## src/io_port_defs.svh

```systemverilog
// ============================================================
// Purpose: Constants for the bytewise I/O port block
// Assumes: Byte-wide data-space accesses, one per cycle
// Notes:   Addresses are data-space byte addresses
// Operation
// - Each port has data, direction and option registers, bit n for line n.
// - Direction bit picks input (0) or output (1) per line.
// - Input codes: pull-up, hi-z, pull-up with interrupt, analog where supported.
// - Output: option 0 open-drain, 1 push-pull; data bit gives driven value.
// - Reading data of an input line returns the live pin level.
// - Data writes always update the latch, also for input lines.
// - Reset clears all port registers except port C data and option, which go to FFh.
// - Port C analog code selects LCD segment output, one segment per line.
// - Port C lines leave reset in LCD segment mode.
// - Interrupt-selected inputs go to the interrupt system, trigger kept outside.
// - Serial in and clock feed the SPI as inputs, always readable; the block feeds the SPI high while the line is an output.
// - Serial out carries SPI data only when open-drain.
// - Port registers are read and written like RAM in data space.
// - Direction registers sit at C4h, C5h and C6h for ports A, B, C.
`ifndef IO_PORT_DEFS_SVH
`define IO_PORT_DEFS_SVH
`define PORT_NUM      3
`define LINES_PER     8
`define LCD_PORT      2
`define ADDR_DATA_A   8'hc0
`define ADDR_DATA_B   8'hc1
`define ADDR_DATA_C   8'hc3
`define ADDR_DIR_A    8'hc4
`define ADDR_DIR_B    8'hc5
`define ADDR_DIR_C    8'hc6
`define ADDR_OPT_A    8'hcc
`define ADDR_OPT_B    8'hcd
`define ADDR_OPT_C    8'hcf
`define RST_CLEAR     8'h00
`define RST_LCD_SEL   8'hff
`define RDATA_UNMAP   8'h00
`define IDX_SCLK      13
`define IDX_SIN       14
`define IDX_SOUT      15
`endif

```

## src/io_port_pkg.sv

```systemverilog
// ============================================================
// Purpose: Types for the bytewise I/O port block
// Assumes: Constants live in io_port_defs.svh
// Notes:   Mode codes follow a Gray walk from reset mode outward
package io_port_pkg;

  // One port's register triple
  typedef struct packed {
    logic [7:0] data;
    logic [7:0] dir;
    logic [7:0] opt;
  } port_regs_s;

  // Decoded configuration of one line
  typedef enum logic [2:0] {
    MODE_PULLUP = 3'h0,
    MODE_HIZ    = 3'h1,
    MODE_INT    = 3'h3,
    MODE_ANALOG = 3'h2,
    MODE_OD     = 3'h6,
    MODE_PP     = 3'h7,
    MODE_LCD    = 3'h5
  } line_mode_e;

endpackage

```

## src/io_port_block.sv

```systemverilog
// ============================================================
// Purpose: Three bytewise I/O ports with per-line mode selection
// Assumes: Pins are asynchronous; LCD and SPI logic share clock
// Notes:   Line i is port i/8, bit i%8; all outputs registered
`include "io_port_defs.svh"

module io_port_block
  import io_port_pkg::*;
#(
  parameter logic [23:0] ANALOG_MASK = 24'h000fff
) (
  input  wire logic        clock,
  input  wire logic        srst,
  input  wire logic [7:0]  bus_addr,
  input  wire logic        bus_wr,
  input  wire logic        bus_rd,
  input  wire logic [7:0]  bus_wdata,
  output logic      [7:0]  bus_rdata,
  input  wire logic [23:0] pin_in,
  output logic      [23:0] pin_out,
  output logic      [23:0] pin_oe,
  output logic      [23:0] pullup_en,
  output logic      [23:0] analog_sel,
  output logic      [23:0] int_line,
  output logic      [7:0]  lcd_seg_en,
  input  wire logic [7:0]  lcd_seg_drive,
  input  wire logic        spi_tx,
  output logic             spi_sin,
  output logic             spi_sclk
);

  localparam int NLINES = `PORT_NUM * `LINES_PER;

  // ============================================================
  // Parameter check
  // Combiport lines reuse the analog code for LCD, so no analog there
  if (ANALOG_MASK[23:16] != 8'h00) begin : g_bad_mask
    $error("Analog mask must be zero on the combiport lines");
  end

  // ============================================================
  // Pin synchroniser
  logic [NLINES-1:0] pin_meta_r;
  logic [NLINES-1:0] pin_sync_r;

  // Two stages; only the second stage is read by logic
  always_ff @(posedge clock) begin
    if (srst) begin
      pin_meta_r <= '0;
      pin_sync_r <= '0;
    end else begin
      pin_meta_r <= pin_in;
      pin_sync_r <= pin_meta_r;
    end
  end

  // ============================================================
  // Register file
  port_regs_s regs_r   [`PORT_NUM];
  port_regs_s regs_nxt [`PORT_NUM];
  logic [7:0] rdata_nxt;

  // Input lines read the pin, output lines read the latch
  function automatic logic [7:0] data_view(port_regs_s r, logic [7:0] lvl);
    data_view = (r.data & r.dir) | (lvl & ~r.dir);
  endfunction

  // Write and read decode; plain RAM-like byte access
  always_comb begin
    for (int p = 0; p < `PORT_NUM; p++) begin
      regs_nxt[p] = regs_r[p];
    end
    rdata_nxt = `RDATA_UNMAP;
    if (bus_wr) begin
      if (bus_addr == `ADDR_DATA_A) begin
        regs_nxt[0].data = bus_wdata;
      end else if (bus_addr == `ADDR_DATA_B) begin
        regs_nxt[1].data = bus_wdata;
      end else if (bus_addr == `ADDR_DATA_C) begin
        regs_nxt[2].data = bus_wdata;
      end else if (bus_addr == `ADDR_DIR_A) begin
        regs_nxt[0].dir = bus_wdata;
      end else if (bus_addr == `ADDR_DIR_B) begin
        regs_nxt[1].dir = bus_wdata;
      end else if (bus_addr == `ADDR_DIR_C) begin
        regs_nxt[2].dir = bus_wdata;
      end else if (bus_addr == `ADDR_OPT_A) begin
        regs_nxt[0].opt = bus_wdata;
      end else if (bus_addr == `ADDR_OPT_B) begin
        regs_nxt[1].opt = bus_wdata;
      end else if (bus_addr == `ADDR_OPT_C) begin
        regs_nxt[2].opt = bus_wdata;
      end
    end
    if (bus_rd) begin
      if (bus_addr == `ADDR_DATA_A) begin
        rdata_nxt = data_view(regs_r[0], pin_sync_r[7:0]);
      end else if (bus_addr == `ADDR_DATA_B) begin
        rdata_nxt = data_view(regs_r[1], pin_sync_r[15:8]);
      end else if (bus_addr == `ADDR_DATA_C) begin
        rdata_nxt = data_view(regs_r[2], pin_sync_r[23:16]);
      end else if (bus_addr == `ADDR_DIR_A) begin
        rdata_nxt = regs_r[0].dir;
      end else if (bus_addr == `ADDR_DIR_B) begin
        rdata_nxt = regs_r[1].dir;
      end else if (bus_addr == `ADDR_DIR_C) begin
        rdata_nxt = regs_r[2].dir;
      end else if (bus_addr == `ADDR_OPT_A) begin
        rdata_nxt = regs_r[0].opt;
      end else if (bus_addr == `ADDR_OPT_B) begin
        rdata_nxt = regs_r[1].opt;
      end else if (bus_addr == `ADDR_OPT_C) begin
        rdata_nxt = regs_r[2].opt;
      end
    end
  end

  // Reset: ports A and B cleared, port C lands in LCD mode
  always_ff @(posedge clock) begin
    if (srst) begin
      regs_r[0] <= '{data: `RST_CLEAR, dir: `RST_CLEAR, opt: `RST_CLEAR};
      regs_r[1] <= '{data: `RST_CLEAR, dir: `RST_CLEAR, opt: `RST_CLEAR};
      regs_r[2] <= '{data: `RST_LCD_SEL, dir: `RST_CLEAR, opt: `RST_LCD_SEL};
      bus_rdata <= `RDATA_UNMAP;
    end else begin
      for (int p = 0; p < `PORT_NUM; p++) begin
        regs_r[p] <= regs_nxt[p];
      end
      bus_rdata <= rdata_nxt;
    end
  end

  // ============================================================
  // Line mode decode
  logic [NLINES-1:0] out_nxt;
  logic [NLINES-1:0] oe_nxt;
  logic [NLINES-1:0] pu_nxt;
  logic [NLINES-1:0] ana_nxt;
  logic [NLINES-1:0] int_nxt;
  logic [7:0]        lcd_nxt;
  logic              sin_nxt;
  logic              sclk_nxt;

  // Per line: direction, option and data bits pick one mode
  always_comb begin
    int         i;
    logic       d;
    logic       o;
    logic       r;
    line_mode_e m;
    i        = 0;
    d        = 1'b0;
    o        = 1'b0;
    r        = 1'b0;
    m        = MODE_PULLUP;
    out_nxt  = '0;
    oe_nxt   = '0;
    pu_nxt   = '0;
    ana_nxt  = '0;
    int_nxt  = '1;
    lcd_nxt  = '0;
    for (int p = 0; p < `PORT_NUM; p++) begin
      for (int b = 0; b < `LINES_PER; b++) begin
        i = p * `LINES_PER + b;
        d = regs_r[p].data[b];
        o = regs_r[p].opt[b];
        r = regs_r[p].dir[b];
        if (r) begin
          m = o ? MODE_PP : MODE_OD;
        end else begin
          case ({o, d})
            2'b00: m = MODE_PULLUP;
            2'b01: m = MODE_HIZ;
            2'b10: m = MODE_INT;
            default: m = (p == `LCD_PORT) ? MODE_LCD : MODE_ANALOG;
          endcase
        end
        case (m)
          MODE_PULLUP: begin
            pu_nxt[i] = 1'b1;
          end
          MODE_INT: begin
            pu_nxt[i]  = 1'b1;
            int_nxt[i] = pin_sync_r[i];
          end
          MODE_ANALOG: begin
            // Lines without a converter input just float
            ana_nxt[i] = ANALOG_MASK[i];
          end
          MODE_OD: begin
            out_nxt[i] = 1'b0;
            oe_nxt[i]  = ~d;
            if (i == `IDX_SOUT) begin
              // Either the latch or the SPI may pull low
              oe_nxt[i] = ~(d & spi_tx);
            end
          end
          MODE_PP: begin
            out_nxt[i] = d;
            oe_nxt[i]  = 1'b1;
          end
          MODE_LCD: begin
            lcd_nxt[b] = 1'b1;
            out_nxt[i] = lcd_seg_drive[b];
            oe_nxt[i]  = 1'b1;
          end
          default: begin
          end
        endcase
      end
    end
    // SPI slave inputs; idle high while the line is an output
    sin_nxt  = regs_r[1].dir[`IDX_SIN - `LINES_PER] ? 1'b1 : pin_sync_r[`IDX_SIN];
    sclk_nxt = regs_r[1].dir[`IDX_SCLK - `LINES_PER] ? 1'b1 : pin_sync_r[`IDX_SCLK];
  end

  // Output registers
  always_ff @(posedge clock) begin
    if (srst) begin
      pin_out    <= '0;
      pin_oe     <= '0;
      pullup_en  <= '0;
      analog_sel <= '0;
      int_line   <= '1;
      lcd_seg_en <= '0;
      spi_sin    <= 1'b1;
      spi_sclk   <= 1'b1;
    end else begin
      pin_out    <= out_nxt;
      pin_oe     <= oe_nxt;
      pullup_en  <= pu_nxt;
      analog_sel <= ana_nxt;
      int_line   <= int_nxt;
      lcd_seg_en <= lcd_nxt;
      spi_sin    <= sin_nxt;
      spi_sclk   <= sclk_nxt;
    end
  end

  // ============================================================
  // Checks
  chk_reset_state : assert property (
    @(posedge clock) srst |=> (regs_r[0] == '0) && (regs_r[1] == '0)
      && (regs_r[2].dir == '0) && (regs_r[2].opt == '1) && (regs_r[2].data == '1))
    else $error("Register reset values wrong");

  chk_lcd_reset : assert property (
    @(posedge clock) srst ##1 (!srst && !bus_wr) |=> (lcd_seg_en == 8'hff)
      && (pullup_en[7:0] == 8'hff))
    else $error("Reset did not leave port C in LCD mode");

  chk_input_read : assert property (
    @(posedge clock) disable iff (srst)
      (bus_rd && bus_addr == `ADDR_DATA_A && regs_r[0].dir == 8'h00)
      |=> bus_rdata == $past(pin_sync_r[7:0]))
    else $error("Input line read did not return pin level");

  chk_latch_write : assert property (
    @(posedge clock) disable iff (srst)
      (bus_wr && bus_addr == `ADDR_DATA_B) |=> regs_r[1].data == $past(bus_wdata))
    else $error("Data write did not reach latch");

  chk_dir_addr : assert property (
    @(posedge clock) disable iff (srst)
      (bus_wr && bus_addr == `ADDR_DIR_C) ##1 !bus_wr ##1 (bus_rd && bus_addr == `ADDR_DIR_C)
      |=> bus_rdata == $past(bus_wdata, 3))
    else $error("Direction C write and readback disagree");

  chk_push_pull : assert property (
    @(posedge clock) disable iff (srst)
      (regs_r[0].dir[0] && regs_r[0].opt[0]) |=> pin_oe[0] && pin_out[0] == $past(regs_r[0].data[0]))
    else $error("Push-pull line not driving latch value");

  chk_open_drain : assert property (
    @(posedge clock) disable iff (srst)
      (regs_r[0].dir[1] && !regs_r[0].opt[1]) |=> !pin_out[1] && pin_oe[1] == !$past(regs_r[0].data[1]))
    else $error("Open-drain line drives wrong level");

  chk_pullup_mode : assert property (
    @(posedge clock) disable iff (srst)
      (!regs_r[0].dir[2] && regs_r[0].data[2]) |=> !pullup_en[2] && !pin_oe[2])
    else $error("Hi-z or analog input has pull-up or drive");

  chk_int_route : assert property (
    @(posedge clock) disable iff (srst)
      (!regs_r[1].dir[0] && regs_r[1].opt[0] && !regs_r[1].data[0])
      |=> int_line[8] == $past(pin_sync_r[8]))
    else $error("Interrupt line does not follow pin");

  chk_spi_out : assert property (
    @(posedge clock) disable iff (srst)
      (regs_r[1].dir[7] && !regs_r[1].opt[7])
      |=> pin_oe[`IDX_SOUT] == !($past(regs_r[1].data[7]) && $past(spi_tx)))
    else $error("Serial out not carrying SPI data");

  chk_spi_in : assert property (
    @(posedge clock) disable iff (srst)
      !regs_r[1].dir[6] |=> spi_sin == $past(pin_sync_r[`IDX_SIN]))
    else $error("Serial in not passed to SPI");

  chk_lcd_code : assert property (
    @(posedge clock) disable iff (srst)
      (!regs_r[2].dir[3] && regs_r[2].opt[3] && regs_r[2].data[3])
      |=> lcd_seg_en[3] && !analog_sel[19] && pin_out[19] == $past(lcd_seg_drive[3]))
    else $error("Combiport LCD code not honoured");

endmodule

```

## config.mk

```make
export PLATFORM = sky130hd
export DESIGN_NAME = io_port_block
export DESIGN_NICKNAME = d
export VERILOG_FILES = /design/src/io_port_pkg.sv /design/src/io_port_block.sv
export VERILOG_INCLUDE_DIRS = /design/src
export SDC_FILE = /design/constraint.sdc
export NUM_CORES = 1
export LEC_CHECK = 0
export BUFFER_PORTS_ARGS = -buffer_cell sky130_fd_sc_hd__buf_2
export CELL_PAD_IN_SITES_DETAIL_PLACEMENT = 0
export CELL_PAD_IN_SITES_GLOBAL_PLACEMENT = 1
export CORE_MARGIN = 1.5
export CORE_UTILIZATION = 41
export DETAILED_ROUTE_END_ITERATION = 10
export PLACE_DENSITY = 0.87
export SETUP_SLACK_MARGIN = 0.1
export SYNTH_ARGS = -nofsm -noshare
export SYNTH_HDL_FRONTEND = slang
export SYNTH_SLANG_ARGS = --single-unit
```

## constraint.sdc

```tcl
create_clock -name clock -period 2 [get_ports clock]
set_input_delay 0.2 -clock clock [delete_from_list [all_inputs] [get_ports clock]]
set_output_delay 0.2 -clock clock [all_outputs]
set_load 0.01 [all_outputs]
```

==> impl_metrics.yaml, run 1 <==
status:
  status: "complete, no violations"
timing:
  slew_viol_final: 0
  tightest_slew_ns: 0.783
  setup_viol: 0
  min_period_ns: 1.58
  hold_violations: 0
  fmax_ghz: 0.633
  setup_slack_ns: 0.421
  rsz0062_at_grt: "no"
  setup-tns-final_ns: 0
  maxSlewHeadroom_pct: 47.7
  period_share_pct: 78.9
  clock_skew_ns: 0.00807
clocking:
  cts_sinks: 246
  cts_made_buffers: 26
  cts_tree: "built"
  clk_pin_slew_ns: 0.06
  htree_levels: 1
  worstSkewPairLatency_ns: 0.53
  root_buffer: "clkbuf_16"
  post_cts_resized: 0
  clock_path_buffers: 3
final_layout:
  syn_to_final_growth_pct: 25.8
  drive_above_1_share_pct: 24.4
  layout.cells.non_filler: 1378
  final_nets: 1148
  fin_util_pct: 53.0
worst_setup_path:
  timing.rr.start: "regs_r[0][19]$_SDFFE_PP0P_"
  critPathSlowestCell: "or4b_2"
  cp.arrival_ns: 1.96
  reg2regPathDepth: 3
  cp_max_fo: 6
  critPathLaunchType: "flop"
  crit_path_end_kind: "flop"
  setup.worst_path.start: "regs_r[0][19]$_SDFFE_PP0P_"
  r2r-end: "int_line[3]$_SDFF_PP1_"
  path_cells: "inv_1, ha_1, or4b_2"
  required_ns: 2.38
  slowest_delay_ns: 0.66
  ff2ff_setup_slack_ns: 0.42
  critical_path_class: "reg -> reg"
drt:
  wirelength_um: 22800
  vias: 6901
  drt_pass1_iterations: 5
  wl_per_cell_um: 16.6
  drtIter0Drc: 479
  viasPerCell: 5.01
  antenna_left: 0
  drcViolationCount: 0
logic_synthesis:
  ys.warnings.count: 0
  syn_avg_cell_area_um2: 10.1
  synthCells: 886
  synth-seq-area-share_pct: 55.2
  yosys_register_bits: 246
  synth_top_area_share_pct: 55.2
  synth-async-reset-ratio_pct: 0
  ys.flop_type: "dfxtp_1"
  yosysUniqueCellTypes: 44
  syn_area_um2: 8910
  synth_area_leader_cell: "dfxtp_1"
  synth-edff-count: 0
  synth_area_leaders: "dfxtp_1, mux2i_1, nor2b_1"
worst_hold_path:
  hold_start: "srst"
  holdPathStages: 2
  min_to: "pin_meta_r[9]$_SDFF_PP0_"
  hold_path.class: "in -> reg"
power_and_ir_drop:
  power_leakage_nw: 5.07
  ir_drop_mv: 0.579
  p_per_area_nw_per_um2: 916
place:
  portBuffers: 178
  place_hpwl_um: 15600
  placedCellCount: 1299
  gp_congestion: 0.863
  place_worst_setup_slack_ns: 0.123
floorplan:
  die_area_um2: 22600
  die_height_um: 150
  rows: 53
  initial_core_util_pct: 42.1
  boundaryPins: 191
  core-area_um2: 21200
  die_w_um: 150
job:
  maxCapViolations: 0
global_routing:
  grt_usage_pct: 19.8
  grt_overflow: 0
  grt_max_degree: 100
  grt_pass1_vias: 6347
  grt_pass1_wl_um: 34600
  antenna_found_initial: 1
[through the flow]
| stage | total power, W | hold WS (ns) | cell area, µm² |
|---|---|---|---|
| floorplan | 0.00543 | 0.312 | 8960 |
| global placement | 0.00561 | 0.408 | 10000 |
| detailed placement | 0.00561 | 0.412 | 10000 |
| CTS | 0.0104 | 0.0121 | 11200 |
| global route | 0.0106 | 0.0256 | 11200 |
| finish | 0.0103 | 0.0152 | 11200 |
[worst max-delay path: cells and delay by family, from the launching register on]
family	cells	cell delay, ns
buf+inv	1	0.08
fa+ha+maj	1	0.28
flops	1	0.42
simple gates	1	0.66
[registers in the layout (all words and copies together) (netlist names)]
name        flops
regs_r         72
int_line       24
pin_meta_r     24
pin_oe         24
pin_out        24
pin_sync_r     24
pullup_en      24
analog_sel     12
bus_rdata       8
lcd_seg_en      8
spi_sclk        1
spi_sin         1
[where the power goes]
group	total [W]	switching, W	internal [W]	leakage [nW]
Sequential	0.00502	0.0000291	0.00500	2.01
Combinational	0.000530	0.000302	0.000228	2.64
Clock	0.00472	0.00189	0.00283	0.422
[cell families after synthesis]
group	Yosys count	synth area share, %
AO/OA/AOI/OAI	103	7.54
XOR/XNOR	2	0.197
adder cells (fa/ha/maj)	10	1.40
buffers and inverters	97	4.94
flip-flops	246	55.2
multiplexers	99	11.2
other	1	0.0421
AND/OR/NAND/NOR	328	19.4
[area by class of cell]
class	count	area, µm²
clock inverters	7	62.6
inverters	25	93.8
diodes	1	2.50
fillers	1927	9940
repair buffers	232	1410
clock buffers	38	787
well taps	275	344
multi-input cells	554	3590
flip-flops and latches	246	4920
[what timing repair did]
action                                 in CTS  in global routing
hold buffers                               33                  0
endpoints found under the hold margin      33                  0
setup buffers                               0                  0
[Yosys cell counts, types with 4 or more instances]
master	instances
inv_1	24
a22oi_1	8
o221ai_1	8
and2_1	4
or4_1	4
and3_1	4
o211a_1	5
mux2_2	8
buf_1	10
clkbuf_1	36
nand2_1	65
nor2b_1	58
or3_1	5
nand2b_1	12
dfxtp_1	246
buf_2	9
nand3b_1	13
mux2i_1	91
a31oi_1	11
ha_1	10
a21oi_2	8
a21oi_1	32
and4_1	5
nor2_1	85
buf_4	15
nor3_1	53
o21ai_0	16
a211oi_1	13
[how the worst max path moves through the flow]
stage	endpoint	slack, ns
5_1_grt	int_line[3]$_SDFF_PP1_	0.36
4_1_cts	int_line[3]$_SDFF_PP1_	0.41
6_report	int_line[3]$_SDFF_PP1_	0.42
3_3_place_gp	bus_rdata[2]$_SDFF_PP0_	0.18
2_1_floorplan	int_line[1]$_SDFF_PP1_	0.52
3_5_place_dp	bus_rdata[6]$_SDFF_PP0_	0.12
[cells in the final DEF (no fill, tap or decap), types with 7 or more instances in the layout]
cell type,instances
dfxtp_1,246
buf_2,177
mux2i_1,91
nor2_1,85
nand2_1,65
nor2b_1,58
nor3_1,53
dlygate4sd3_1,33
a21oi_1,32
clkbuf_16,27
inv_1,24
buf_4,19
o21ai_0,16
a211oi_1,13
nand3b_1,13
nand2b_1,12
conb_1,12
a31oi_1,11
ha_1,10
mux2_2,8
a21oi_2,8
a22oi_1,8
o221ai_1,8
clkbuf_8,7
[layer usage]
layer / share of wire (%) / up-vias / GRT usage [%]
met5: 0 / - / 0
met4: 2.0 / 0 / 5.49
met3: 7.5 / 41 / 3.91
met2: 43 / 245 / 29.8
met1: 48 / 3228 / 28.6
li1: - / 3387 / -
(Power assumes the default switching activity.)
==> run 2, diff against run 1 <==
CORE_UTILIZATION = 37   (was 41)
PLACE_DENSITY = 0.84   (was 0.87)
clock period = 1.28 ns   (was 2 ns; I/O delays follow)
==> impl_metrics.yaml, run 2 (synthesis gave the netlist of run 1 again) <==
timing:
  fin_hold_ws_ns: 0.0179
  hold_violations: 0
  setup_slack_ns: 0.0317
  clock_skew_ns: 0.0204
  slew_viol_final: 0
  fmax_ghz: 0.801
  setup_viol: 0
  min_period_ns: 1.25
  rsz0062_at_grt: "yes"
  period_share_pct: 97.5
final_layout:
  seq_area_um2: 4990
  final_common_cell: "dfxtp_1"
  fin_util_pct: 51.5
  largest_reg_flops: 72
  syn_to_final_growth_pct: 36.1
  nFillCells: 2192
  final_nets: 1213
  top_register: "regs_r"
  multiInputGateArea_um2: 3730
  drive_above_1_share_pct: 33.0
  layout_common_cells: "dfxtp_1, buf_2, mux2i_1"
  final_area_um2: 12100
global_routing:
  grt_usage_pct: 18.9
  gr-usage-met2_pct: 28.9
  grt.met1_usage_pct: 26.8
  gr-max-usage-layer: "met2"
  grtUsageMet3_pct: 3.45
  grt_max_degree: 59
  grt_pass1_vias: 6758
  grt_pass1_wl_um: 36500
  grt_overflow: 0
  antenna_found_initial: 3
drt:
  wirelength_um: 24000
  wl_per_cell_um: 16.2
  drt_pass1_iterations: 5
  viasPerCell: 4.79
  vias: 7111
  drtIter0Drc: 391
  antenna_left: 0
  drcViolationCount: 0
place:
  place_worst_setup_slack_ns: -0.365
  portBuffers: 178
  place_hpwl_um: 16500
  placed_cell_area_um2: 10600
  gp_congestion: 0.887
worst_setup_path:
  cp_max_fo: 4
  cp.arrival_ns: 1.64
  critPathLaunchType: "flop"
  crit_path_end_kind: "flop"
  required_ns: 1.67
  critical_path_class: "reg -> reg"
  reg2regPathDepth: 3
clocking:
  htree_levels: 1
  clock_path_buffers: 3
  clk_pin_slew_ns: 0.06
  root_buffer: "clkbuf_16"
  cts_sinks: 246
  cts_tree: "built"
  cts_made_buffers: 26
  worstSkewPairLatency_ns: 0.54
floorplan:
  boundaryPins: 191
  die_area_um2: 25000
  core-area_um2: 23500
  die_height_um: 158
  rows: 56
  die_w_um: 158
  initial_core_util_pct: 37.9
status:
  status: "complete, no violations"
worst_hold_path:
  hold_path.class: "in -> reg"
  holdPathStages: 3
job:
  maxCapViolations: 0
power_and_ir_drop:
  p_per_area_nw_per_um2: 1370
  ir_drop_mv: 0.791
  p_total_w: 0.0166
  power_leakage_nw: 5.47
run 2: changes by cell type in the layout (fill, tap and decap cells not counted), moves of 4 or more:
cell and delta:
dlygate4sd3_1 +12, dfxtp_4 +6, inv_1 -4, ha_4 +4, ha_1 -4, buf_12 +6
dfxtp_1 -44, clkinv_2 -4, buf_4 +46, dfxtp_2 +38, clkbuf_8 -5
run 2: cell type report:
cell class,count,share of cell area [%]
flip-flops and latches,246,41.2
multi-input cells,554,30.8
repair buffers,297,16.6
clock buffers,32,5.89
well taps,319,3.29
clock inverters,12,1.50
inverters,25,0.794
diodes,1,0.0206
run 2: timing repair:
item | in CTS | in global routing
hold endpoints to repair | 75 | 0
hold buffers | 46 | 0
buffers inserted | 2 | 1
setup endpoints to repair | 10 | 22
pin swaps | 1 | 4
gates resized for setup | 9 | 55
run 2: worst max-delay path, stage by stage, from the launching register on:
cell and delay [ns]:
dfxtp_4 0.37, inv_4 0.04, ha_4 0.20, or4b_4 0.50
run 2: worst paths after layout:
check / start / endpoint / slack (ns)
max: regs_r[0][16]$_SDFFE_PP0P_ / int_line[0]$_SDFF_PP1_ / 0.03
min: bus_wdata[1] / regs_r[0][41]$_SDFFE_PP0P_ / 0.02
max reg2reg: regs_r[0][16]$_SDFFE_PP0P_ / int_line[0]$_SDFF_PP1_ / 0.03
min reg2reg: pin_meta_r[1]$_SDFF_PP0_ / pin_sync_r[1]$_SDFF_PP0_ / 0.44
run 2: through the flow:
step	cells	TNS, ns
5_1_grt	1486	0
4_1_cts	1484	0
2_1_floorplan	897	-1.80
3_5_place_dp	1392	-21.02
6_report	1486	0
3_3_place_gp	1392	-17.54
run 2: power by group:
| group | internal [W] | switching [W] | leakage (nW) | total (W) |
|---|---|---|---|---|
| logic | 0.000440 | 0.000492 | 3.02 | 0.000932 |
| registers | 0.00779 | 0.0000471 | 2.03 | 0.00784 |
| clock network | 0.00477 | 0.00308 | 0.425 | 0.00785 |
| total | 0.0130 | 0.00362 | 5.47 | 0.0166 |
run 2: metal layers:
layer  share of wire, %  up-vias
met3                6.2       43
li1                   -     3506
met1                 47     3324
met4                2.4        4
met2                 44      234
met5               0.11        -
